==> src/cam_pkg.sv <==
// Constants, register map and state carriers for the counter array module-mode block.
// Assumes one system clock and an AHB-Lite slave port with 32-bit data.
package cam_pkg;

    localparam int NUM_MOD = 6;

    // Register indices; the byte address on the bus is four times the index
    localparam logic [5:0][7:0] CMP_LO_IDX = {8'hD2, 8'hFD, 8'hED, 8'hEB, 8'hE9, 8'hFB};
    localparam logic [5:0][7:0] CMP_HI_IDX = {8'hD3, 8'hFE, 8'hEE, 8'hEC, 8'hEA, 8'hFC};
    localparam logic [5:0][7:0] MODE_IDX = {8'hCE, 8'hDE, 8'hDD, 8'hDC, 8'hDB, 8'hDA};
    localparam logic [7:0] CTRL_IDX = 8'h40;
    localparam logic [7:0] CNT_LO_IDX = 8'h41;
    localparam logic [7:0] CNT_HI_IDX = 8'h42;
    localparam logic [7:0] STATUS_IDX = 8'h43;
    localparam logic [7:0] MASK_IDX = 8'h44;
    localparam int IDX_LSB = 2;
    localparam int IDX_MSB = 9;

    // Fields of module_mode_control
    localparam int WIDTH_SEL_BIT = 7;
    localparam int CMP_EN_BIT = 6;
    localparam int RISE_CAP_BIT = 5;
    localparam int FALL_CAP_BIT = 4;
    localparam int MATCH_EN_BIT = 3;
    localparam int TOGGLE_EN_BIT = 2;
    localparam int PWM_EN_BIT = 1;
    localparam int FLAG_IRQ_EN_BIT = 0;

    // Fields of control and status
    localparam int RUN_BIT = 0;
    localparam int OVF_BIT = 7;
    localparam logic [7:0] STATUS_USED = 8'hBF;

    // Values after reset, and the top value of the counter
    localparam logic [7:0] MODE_RST = 8'h00;
    localparam logic [15:0] CMP_RST = 16'h0000;
    localparam logic [15:0] CNT_RST = 16'h0000;
    localparam logic [7:0] STATUS_RST = 8'h00;
    localparam logic [7:0] MASK_RST = 8'h00;
    localparam logic [15:0] CNT_MAX = 16'hFFFF;

    typedef struct packed {
        logic [15:0] count;
        logic run;
        logic [5:0][7:0] mode;
        logic [5:0][15:0] cmp;
        logic [7:0] status;
        logic [7:0] mask;
        logic ph_valid;
        logic ph_write;
        logic ph_hit;
        logic [7:0] ph_idx;
        logic rd_done;
        logic [31:0] rdata;
    } cam_state_t;

    typedef struct packed {
        logic sync1;
        logic sync2;
        logic prev;
        logic pin;
    } cam_chan_t;

endpackage

==> src/cam_module_mode.sv <==
// Counter array with six capture/compare modules behind an AHB-Lite register slave.
// Assumes capture pins are asynchronous and a single master issuing single word transfers.
//
// What this block does
// - With match enable set and the counter running, counter equal to compare value sets the module flag.
// - With toggle enable set, each match inverts the output pin; with PWM, frequency output.
// - With PWM enable set and toggle enable clear, the pin carries PWM; width select picks 8 or 16 bit.
// - Each module has a read/write compare low byte, reset to zero.
// - Low bytes decode at indices FB, E9, EB, ED, FD, D2 for modules 0 to 5.
// - With falling capture enabled, a falling input edge captures the counter.
// - Each module has a read/write compare high byte, reset to zero.
`timescale 1ns/10ps
module cam_module_mode
    import cam_pkg::*;
#(
    parameter int MODULES = NUM_MOD
) (
    // Clock and reset
    input wire logic CLK_SYS_I,
    input wire logic RST_I,
    // AHB-Lite slave
    input wire logic HSEL_I,
    input wire logic [31:0] HADDR_I,
    input wire logic [1:0] HTRANS_I,
    input wire logic HWRITE_I,
    input wire logic [2:0] HSIZE_I,
    input wire logic [31:0] HWDATA_I,
    input wire logic HREADY_I,
    output logic [31:0] HRDATA_O,
    output logic HREADYOUT_O,
    output logic HRESP_O,
    // Module pins
    input wire logic [5:0] CAP_IN_I,
    output logic [5:0] PIN_OUT_O,
    // Interrupt
    output logic IRQ_O
);
    cam_state_t st_r;
    cam_state_t st_nxt;
    logic [5:0] ev_w;
    logic [5:0] cap_w;
    logic [7:0] clr_w;
    logic [7:0] set_w;
    logic [5:0] irq_src_w;
    logic wr_w;
    logic [7:0] wr_lo_w;
    logic [7:0] cmp0_lo_w;
    logic [7:0] cmp5_lo_w;
    logic [7:0] cmp0_hi_w;

    generate
        if (MODULES != NUM_MOD) begin : g_bad_count
            $error("address map serves exactly six modules");
        end
    endgenerate

    // Read mux; unmapped indices read as zero
    function automatic logic [7:0] rd_byte(input cam_state_t s, input logic [7:0] idx);
        logic [7:0] v;
        v = 8'h00;
        if (idx == CTRL_IDX) begin
            v = {7'h00, s.run};
        end
        if (idx == CNT_LO_IDX) begin
            v = s.count[7:0];
        end
        if (idx == CNT_HI_IDX) begin
            v = s.count[15:8];
        end
        if (idx == STATUS_IDX) begin
            v = s.status;
        end
        if (idx == MASK_IDX) begin
            v = s.mask;
        end
        for (int m = 0; m < NUM_MOD; m++) begin
            if (idx == MODE_IDX[m]) begin
                v = s.mode[m];
            end
            if (idx == CMP_LO_IDX[m]) begin
                v = s.cmp[m][7:0];
            end
            if (idx == CMP_HI_IDX[m]) begin
                v = s.cmp[m][15:8];
            end
        end
        return v;
    endfunction

    genvar g;
    generate
        for (g = 0; g < NUM_MOD; g++) begin : g_mod
            cam_channel u_chan (
                .clk_i(CLK_SYS_I),
                .rst_i(RST_I),
                .count_i(st_r.count),
                .run_i(st_r.run),
                .mode_i(st_r.mode[g]),
                .cmp_i(st_r.cmp[g]),
                .cap_pin_i(CAP_IN_I[g]),
                .pin_o(PIN_OUT_O[g]),
                .ev_o(ev_w[g]),
                .cap_o(cap_w[g])
            );
        end
    endgenerate

    always_comb begin
        st_nxt = st_r;
        clr_w = 8'h00;
        set_w = {(st_r.run && st_r.count == CNT_MAX), 1'b0, ev_w};
        wr_w = st_r.ph_valid && st_r.ph_write && st_r.ph_hit;
        if (st_r.run) begin
            st_nxt.count = st_r.count + 16'h0001;
        end
        // Data phase of a write; software write to the counter beats the increment
        if (wr_w) begin
            if (st_r.ph_idx == CTRL_IDX) begin
                st_nxt.run = HWDATA_I[RUN_BIT];
            end
            if (st_r.ph_idx == CNT_LO_IDX) begin
                st_nxt.count[7:0] = HWDATA_I[7:0];
            end
            if (st_r.ph_idx == CNT_HI_IDX) begin
                st_nxt.count[15:8] = HWDATA_I[7:0];
            end
            if (st_r.ph_idx == STATUS_IDX) begin
                clr_w = HWDATA_I[7:0];
            end
            if (st_r.ph_idx == MASK_IDX) begin
                st_nxt.mask = HWDATA_I[7:0] & STATUS_USED;
            end
            for (int m = 0; m < NUM_MOD; m++) begin
                if (st_r.ph_idx == MODE_IDX[m]) begin
                    st_nxt.mode[m] = HWDATA_I[7:0];
                end
                if (st_r.ph_idx == CMP_LO_IDX[m]) begin
                    st_nxt.cmp[m][7:0] = HWDATA_I[7:0];
                end
                if (st_r.ph_idx == CMP_HI_IDX[m]) begin
                    st_nxt.cmp[m][15:8] = HWDATA_I[7:0];
                end
            end
        end
        // A capture overrides a same-cycle software write to that module's compare bytes
        for (int m = 0; m < NUM_MOD; m++) begin
            if (cap_w[m]) begin
                st_nxt.cmp[m] = st_r.count;
            end
        end
        // Hardware set wins over the write-one clear
        st_nxt.status = ((st_r.status & ~clr_w) | set_w) & STATUS_USED;
        // Reads take one wait state so that a write just before is visible
        if (st_r.ph_valid && !st_r.ph_write && !st_r.rd_done) begin
            st_nxt.rd_done = 1'b1;
            st_nxt.rdata = st_r.ph_hit ? {24'h0000_00, rd_byte(st_r, st_r.ph_idx)} : 32'h0000_0000;
        end
        if (HREADY_I) begin
            st_nxt.rd_done = 1'b0;
            st_nxt.ph_valid = HSEL_I && HTRANS_I[1];
            st_nxt.ph_write = HWRITE_I;
            st_nxt.ph_hit = (HADDR_I[31:IDX_MSB+1] == 22'h00_0000);
            st_nxt.ph_idx = HADDR_I[IDX_MSB:IDX_LSB];
        end
    end

    always_ff @(posedge CLK_SYS_I or posedge RST_I) begin
        if (RST_I) begin
            st_r <= '0;
            st_r.count <= CNT_RST;
            st_r.mode <= {NUM_MOD{MODE_RST}};
            st_r.cmp <= {NUM_MOD{CMP_RST}};
            st_r.status <= STATUS_RST;
            st_r.mask <= MASK_RST;
        end else begin
            st_r <= st_nxt;
        end
    end

    always_comb begin
        for (int m = 0; m < NUM_MOD; m++) begin
            irq_src_w[m] = st_r.status[m] && st_r.mode[m][FLAG_IRQ_EN_BIT] && st_r.mask[m];
        end
    end

    assign IRQ_O = (|irq_src_w) || (st_r.status[OVF_BIT] && st_r.mask[OVF_BIT]);
    assign HRDATA_O = st_r.rdata;
    assign HREADYOUT_O = !(st_r.ph_valid && !st_r.ph_write && !st_r.rd_done);
    assign HRESP_O = 1'b0;

    // Helpers read only by assertions
    assign wr_lo_w = HWDATA_I[7:0];
    assign cmp0_lo_w = st_r.cmp[0][7:0];
    assign cmp5_lo_w = st_r.cmp[5][7:0];
    assign cmp0_hi_w = st_r.cmp[0][15:8];

    property p_match_flag;
        @(posedge CLK_SYS_I) disable iff (RST_I)
        (st_r.run && st_r.count == st_r.cmp[0] && st_r.mode[0][MATCH_EN_BIT]) |=> st_r.status[0];
    endproperty
    a_match_flag: assert property (p_match_flag) else $error("match did not set flag");

    property p_flag_cause;
        @(posedge CLK_SYS_I) disable iff (RST_I)
        $rose(st_r.status[0]) |-> $past(ev_w[0]);
    endproperty
    a_flag_cause: assert property (p_flag_cause) else $error("flag set without event");

    property p_set_wins;
        @(posedge CLK_SYS_I) disable iff (RST_I)
        (ev_w[1] && wr_w && st_r.ph_idx == STATUS_IDX) |=> st_r.status[1];
    endproperty
    a_set_wins: assert property (p_set_wins) else $error("clear beat a new event");

    property p_irq;
        @(posedge CLK_SYS_I) disable iff (RST_I)
        (st_r.status[0] && st_r.mask[0]) |-> (IRQ_O || !st_r.mode[0][FLAG_IRQ_EN_BIT]);
    endproperty
    a_irq: assert property (p_irq) else $error("enabled flag raised no interrupt");

    property p_no_irq;
        @(posedge CLK_SYS_I) disable iff (RST_I)
        (st_r.status[5:0] == 6'h00 && !st_r.status[OVF_BIT]) |-> !IRQ_O;
    endproperty
    a_no_irq: assert property (p_no_irq) else $error("interrupt without a flag");

    property p_lo_read;
        @(posedge CLK_SYS_I) disable iff (RST_I)
        (st_r.ph_valid && !st_r.ph_write && !st_r.rd_done && st_r.ph_hit && st_r.ph_idx == CMP_LO_IDX[0])
        |=> (HRDATA_O == {24'h0000_00, $past(cmp0_lo_w)}) && HREADYOUT_O;
    endproperty
    a_lo_read: assert property (p_lo_read) else $error("low byte read wrong");

    property p_lo_write;
        @(posedge CLK_SYS_I) disable iff (RST_I)
        (wr_w && st_r.ph_idx == CMP_LO_IDX[5] && !cap_w[5]) |=> (cmp5_lo_w == $past(wr_lo_w));
    endproperty
    a_lo_write: assert property (p_lo_write) else $error("module 5 low byte not written");

    property p_hi_write;
        @(posedge CLK_SYS_I) disable iff (RST_I)
        (wr_w && st_r.ph_idx == CMP_HI_IDX[0] && !cap_w[0]) |=> (cmp0_hi_w == $past(wr_lo_w));
    endproperty
    a_hi_write: assert property (p_hi_write) else $error("module 0 high byte not written");

    property p_capture;
        @(posedge CLK_SYS_I) disable iff (RST_I)
        cap_w[2] |=> (st_r.cmp[2] == $past(st_r.count));
    endproperty
    a_capture: assert property (p_capture) else $error("capture value wrong");

    property p_no_match_flag;
        @(posedge CLK_SYS_I) disable iff (RST_I)
        (!st_r.mode[1][MATCH_EN_BIT] && !cap_w[1] && !st_r.status[1]) |=> !st_r.status[1];
    endproperty
    a_no_match_flag: assert property (p_no_match_flag) else $error("flag set with match disabled");

    property p_flag_stays;
        @(posedge CLK_SYS_I) disable iff (RST_I)
        (st_r.status[1] && !(wr_w && st_r.ph_idx == STATUS_IDX && wr_lo_w[1])) |=> st_r.status[1];
    endproperty
    a_flag_stays: assert property (p_flag_stays) else $error("flag lost without a clear");

    property p_count_inc;
        @(posedge CLK_SYS_I) disable iff (RST_I)
        (st_r.run && !wr_w) |=> (st_r.count == $past(st_r.count) + 16'h0001);
    endproperty
    a_count_inc: assert property (p_count_inc) else $error("counter did not advance");

    property p_irq_gate;
        @(posedge CLK_SYS_I) disable iff (RST_I)
        IRQ_O |-> ((st_r.status & st_r.mask) != 8'h00);
    endproperty
    a_irq_gate: assert property (p_irq_gate) else $error("interrupt without an unmasked flag");

    property p_wr_no_wait;
        @(posedge CLK_SYS_I) disable iff (RST_I)
        (st_r.ph_valid && st_r.ph_write) |-> HREADYOUT_O;
    endproperty
    a_wr_no_wait: assert property (p_wr_no_wait) else $error("write data phase stalled");

    property p_cmp_hold;
        @(posedge CLK_SYS_I) disable iff (RST_I)
        (!wr_w && !cap_w[0]) |=> $stable(cmp0_lo_w);
    endproperty
    a_cmp_hold: assert property (p_cmp_hold) else $error("module 0 low byte changed by itself");

    property p_lo0_write;
        @(posedge CLK_SYS_I) disable iff (RST_I)
        (wr_w && st_r.ph_idx == CMP_LO_IDX[0] && !cap_w[0]) |=> (cmp0_lo_w == $past(wr_lo_w));
    endproperty
    a_lo0_write: assert property (p_lo0_write) else $error("module 0 low byte not written");

    property p_hi_read;
        @(posedge CLK_SYS_I) disable iff (RST_I)
        (st_r.ph_valid && !st_r.ph_write && !st_r.rd_done && st_r.ph_hit && st_r.ph_idx == CMP_HI_IDX[0])
        |=> (HRDATA_O == {24'h0000_00, $past(cmp0_hi_w)});
    endproperty
    a_hi_read: assert property (p_hi_read) else $error("high byte read wrong");

    c_flag: cover property (@(posedge CLK_SYS_I) disable iff (RST_I) $rose(st_r.status[0]));
    c_irq: cover property (@(posedge CLK_SYS_I) disable iff (RST_I) $rose(IRQ_O));
    c_read: cover property (@(posedge CLK_SYS_I) disable iff (RST_I) st_r.rd_done);
endmodule

==> src/cam_channel.sv <==
// One capture/compare module: match, capture edge detect and output pin waveform.
// Assumes the counter and compare value come from logic on the same clock.
`timescale 1ns/10ps
module cam_channel
    import cam_pkg::*;
(
    // Clock and reset
    input wire logic clk_i,
    input wire logic rst_i,
    // Shared counter and module setup
    input wire logic [15:0] count_i,
    input wire logic run_i,
    input wire logic [7:0] mode_i,
    input wire logic [15:0] cmp_i,
    // Pins
    input wire logic cap_pin_i,
    output logic pin_o,
    // Events
    output logic ev_o,
    output logic cap_o
);
    cam_chan_t st_r;
    cam_chan_t st_nxt;
    logic match;
    logic rise;
    logic fall;
    logic pwm_hi;
    logic lo_match;

    always_comb begin
        st_nxt = st_r;
        match = run_i && (count_i == cmp_i);
        lo_match = run_i && (count_i[7:0] == cmp_i[7:0]);
        rise = st_r.sync2 && !st_r.prev;
        fall = !st_r.sync2 && st_r.prev;
        pwm_hi = mode_i[WIDTH_SEL_BIT] ? (count_i >= cmp_i) : (count_i[7:0] >= cmp_i[7:0]);
        st_nxt.sync1 = cap_pin_i;
        st_nxt.sync2 = st_r.sync1;
        st_nxt.prev = st_r.sync2;
        cap_o = (fall && mode_i[FALL_CAP_BIT]) || (rise && mode_i[RISE_CAP_BIT]);
        ev_o = (match && mode_i[MATCH_EN_BIT]) || cap_o;
        unique case ({mode_i[PWM_EN_BIT], mode_i[TOGGLE_EN_BIT]})
            2'b01: st_nxt.pin = match ? !st_r.pin : st_r.pin;
            2'b10: st_nxt.pin = pwm_hi;
            2'b11: st_nxt.pin = lo_match ? !st_r.pin : st_r.pin;
            2'b00: st_nxt.pin = st_r.pin;
        endcase
    end

    always_ff @(posedge clk_i or posedge rst_i) begin
        if (rst_i) begin
            st_r <= '0;
        end else begin
            st_r <= st_nxt;
        end
    end

    assign pin_o = st_r.pin;

    property p_toggle;
        @(posedge clk_i) disable iff (rst_i)
        (match && mode_i[TOGGLE_EN_BIT] && !mode_i[PWM_EN_BIT]) |=> (pin_o != $past(pin_o));
    endproperty
    a_toggle: assert property (p_toggle) else $error("toggle missed on match");

    property p_pwm;
        @(posedge clk_i) disable iff (rst_i)
        (mode_i[PWM_EN_BIT] && !mode_i[TOGGLE_EN_BIT]) |=> (pin_o == $past(pwm_hi));
    endproperty
    a_pwm: assert property (p_pwm) else $error("pwm level wrong");

    property p_fall_cap;
        @(posedge clk_i) disable iff (rst_i)
        (mode_i[FALL_CAP_BIT] && $past(st_r.sync2) && !st_r.sync2) |-> cap_o;
    endproperty
    a_fall_cap: assert property (p_fall_cap) else $error("falling edge not captured");

    property p_cap_cause;
        @(posedge clk_i) disable iff (rst_i)
        cap_o |-> ((mode_i[FALL_CAP_BIT] && $past(st_r.sync2) && !st_r.sync2)
            || (mode_i[RISE_CAP_BIT] && !$past(st_r.sync2) && st_r.sync2));
    endproperty
    a_cap_cause: assert property (p_cap_cause) else $error("capture without enabled edge");

    property p_ev_cause;
        @(posedge clk_i) disable iff (rst_i)
        ev_o |-> ((run_i && count_i == cmp_i && mode_i[MATCH_EN_BIT]) || cap_o);
    endproperty
    a_ev_cause: assert property (p_ev_cause) else $error("flag event without cause");

    c_toggle: cover property (@(posedge clk_i) disable iff (rst_i) match && mode_i[TOGGLE_EN_BIT]);
    c_capture: cover property (@(posedge clk_i) disable iff (rst_i) cap_o);
endmodule

==> config.mk <==
export PLATFORM = sky130hd
export DESIGN_NAME = cam_module_mode
export DESIGN_NICKNAME = d
export VERILOG_FILES = /design/src/cam_pkg.sv /design/src/cam_module_mode.sv /design/src/cam_channel.sv
export SDC_FILE = /design/constraint.sdc
export NUM_CORES = 1
export LEC_CHECK = 0
export ABC_AREA = 1
export BUFFER_PORTS_ARGS = -buffer_cell sky130_fd_sc_hd__buf_4
export CAP_MARGIN = 20
export CORE_UTILIZATION = 57
export CTS_BUF_LIST = sky130_fd_sc_hd__clkbuf_4 sky130_fd_sc_hd__clkbuf_8
export DETAILED_ROUTE_END_ITERATION = 12
export PLACE_DENSITY = 0.8
export SYNTH_ARGS = -nofsm -noshare
export SYNTH_HDL_FRONTEND = slang
export SYNTH_HIERARCHICAL = 1
export SYNTH_SLANG_ARGS = --single-unit
==> constraint.sdc <==
create_clock -name CLK_SYS_I -period 7.8 [get_ports CLK_SYS_I]
set_clock_uncertainty 0.2 [all_clocks]
set_input_delay 2.34 -clock CLK_SYS_I [delete_from_list [all_inputs] [get_ports CLK_SYS_I]]
set_output_delay 2.34 -clock CLK_SYS_I [all_outputs]
set_load 0.005 [all_outputs]
==> key figures <==
Status
  – Status: completed

STA
  – Count of final setup violators: 0
  – Worst Tran Pin Value: ~1300 ps
  – Post-route setup TNS: 0 ps
  – Crit path time final: 4380 ps
  – Setup ws final: around 3400 ps
  – Worst hold margin: between 100 and 150 ps
  – Fmax: 228 MHz
  – Slew Limit Fails: 0
  – Unrepaired setup endpoints after global routing: no
  – Final count of hold timing violations: 0
  – Final worst path period share: 0.562
  – Rel. slew slack: 0.153

Critical path
  – CP Max Fanout: 3
  – CP startpoint: st_r[56]
  – WS Path Type: reg -> out
  – Crit path required time: approximately 5300 ps
  – Reg-to-reg slack, setup: a little over 4000 ps
  – Arrival time worst endpoint: 1840 ps
  – Reg-to-reg endpoint: HRDATA_O[0]
  – Endpoint class of the critical path: output port
  – Critical Path End: IRQ_O
  – Startpoint Class: flip-flop
  – FF-to-FF Start: st_r[213]
  – R2R cell count: 18

Route
  – Vias per inst: between 5 and 6
  – TritonRoute pass-1 iters: 6
  – DR iter-0 viols: 1922
  – Post-Route WL: between 40000 and 50000 um
  – DR vias: about 14000
  – Avg WL per Cell: 20.5 um
  – Post-route ant nets: 0
  – DRC viols: 0

Place
  – PortBufs: between 60 and 70
  – Post-DP HPWL: between 30000 and 40000 um
  – Worst Setup Slack post-DPL: around 3400 ps
  – Routability congestion estimate: around 1

CTS
  – Max clock buf depth: 3
  – CTS tree: built
  – CTS Buf Count: 39
  – Clk slew on worst S/H paths: ~70 ps
  – Clock Tree Root: clkbuf_8
  – Latest clock arrival within the worst-skew pair: approximately 560 ps
  – Clk sinks: between 200 and 250
  – Cts hold-fix bufs: 0
  – Postcts setup bufs: 0
  – H-tree depth: 2
  – CTS resizes: 0

Job
  – Maxcap violations: 0

Finish
  – NumNets Final: roughly 2200
  – Fillers: around 2200
  – P&R area growth vs syn: 10.4%
  – Layout Utilization: 0.645
  – N_diodes: 0
  – Layout cells sized above 1: 0.108

GRT
  – First-pass GRT wire length: 74300 um
  – GRT Total Usage: 0.384
  – Vias in the first global route: 13200
  – Largest net degree at the start of global routing: between 150 and 200
  – Grt ovf: 0
  – Initial antenna violation count: 3

Synthesis
  – Yosys top cell area share: 0.383
  – Syn Area/Cell: roughly 7.3 um^2
  – Post-synthesis cell type count: 43
  – Top FF cell, synth: dfrtp_1
  – Commonest cells post-synth: 625 x nand2_1, 297 x inv_1, 219 x dfrtp_1
  – Synth Cell Area: 0.0143 mm^2
  – Yosys warns: 6
  – Synth top area cells: dfrtp_1 38%, nand2_1 16%, ha_1 8.5%
  – #FFs+latches synth: about 220
  – Post-synth EDFFs: 0
  – Most common cell in the netlist: nand2_1
  – Synthesized instance count: 1964
  – Proportion of synthesized chip area in sequential cells: 0.383
  – Yosys top cell by area: dfrtp_1
  – Fraction of registers with async set/reset: 1.00

Die
  – Die ar.: 0.0257 mm^2
  – Initial core utilization: 0.584
  – Die H: approximately 160 um
  – Std-Cell Rows: 57
  – Ports: approximately 120
  – Core area: between 0.02 and 0.025 mm^2
  – Overall die width: ~160 um

Power
  – Static Leakage: 0.00806 uW
  – PwrDens: 250 mW/mm^2
  – VDD IR max: 0.126 mV

Hold path
  – Hold crit path type: reg -> reg
[cells by family after synthesis]
family          Yosys count  share of synthesized area
mux                       1                   0.000788
simple gates            946                      0.284
flops                   219                      0.383
xor+xnor                  8                    0.00490
other cells               1                   0.000262
buf+inv                 392                      0.113
compound gates          300                      0.128
fa+ha+maj                97                     0.0849
[power breakdown]
part	internal, uW	switching [uW]
clock	713	498
sequential	1290	232
combinational	453	770
total	2450	1500
[layout make-up]
cell class                 instances  area, um^2  area share
clock buffer                      64         800      0.0507
clock inverter                     6        80.1     0.00507
inverter                         313        1180      0.0747
multi-input combinational       1377        7290       0.462
sequential                       219        5480       0.347
tap                              324         405      0.0257
timing repair buffer              72         553      0.0350
[sequential cells by signal (all words and copies together), names as in the netlist]
signal,flops
g_mod.u_chan/pin_o,6
HRDATA_O,8
cmp0_hi_w,8
cmp5_lo_w,8
st_r,163
cmp0_lo_w,8
g_mod.u_chan/st_nxt,12
g_mod.u_chan/st_r,6
[layer usage]
metal  up-vias  wire length [um]  global-route usage
met5         -                25                   0
met1      6487             18100               0.493
li1       6384                 -                   -
met4         4              3770               0.261
met3       226              6490               0.105
met2       942             20400               0.564
[layout by cell type, fill, tap and decap left out, drive strengths merged, types with 2 or more instances in the layout]
master,instances
a21oi,80
and2,6
buf,72
bufinv,2
clkbuf,64
clkinv,10
conb,25
dfrtp,219
ha,97
inv,306
nand2,633
nand3,76
nand3b,6
nand4,25
nor2,152
nor3,13
nor4,5
o21a,6
o21ai,126
o21bai,3
o221ai,76
o22ai,6
or2,28
xor2,8
[per-stage QoR]
step / cell area [um^2] / power, uW / std cells
finish: 15800 / 3950 / 2375
global route: 15800 / 4160 / 2375
CTS: 15800 / 3910 / 2375
detailed placement: 14900 / 2700 / 2305
global placement: 14900 / 2650 / 2305
floorplan: 14400 / 2300 / 1988
[how the worst min path moves through the flow]
stage / to / slack [ps] / from / cells past startpoint
final: g_mod[3].u_chan/st_nxt[1] / 150 / g_mod[3].u_chan/st_nxt[2] / 0
after global routing: g_mod[3].u_chan/st_nxt[1] / 150 / g_mod[3].u_chan/st_nxt[2] / 0
after CTS: g_mod[2].u_chan/st_nxt[1] / 150 / g_mod[2].u_chan/st_nxt[2] / 0
after detailed placement: g_mod[2].u_chan/st_nxt[1] / 130 / g_mod[2].u_chan/st_nxt[2] / 0
after global placement: g_mod[3].u_chan/st_nxt[1] / 130 / g_mod[3].u_chan/st_nxt[2] / 0
after floorplan: g_mod[0].u_chan/st_nxt[1] / 130 / g_mod[0].u_chan/st_nxt[2] / 0
[critical path, stage by stage, from the launching register on]
cell	delay (ps)
dfrtp_1	400
a32o_1	300
a311oi_1	260
nand4_1	160
buf_4	170
(Power assumes the default switching activity.)
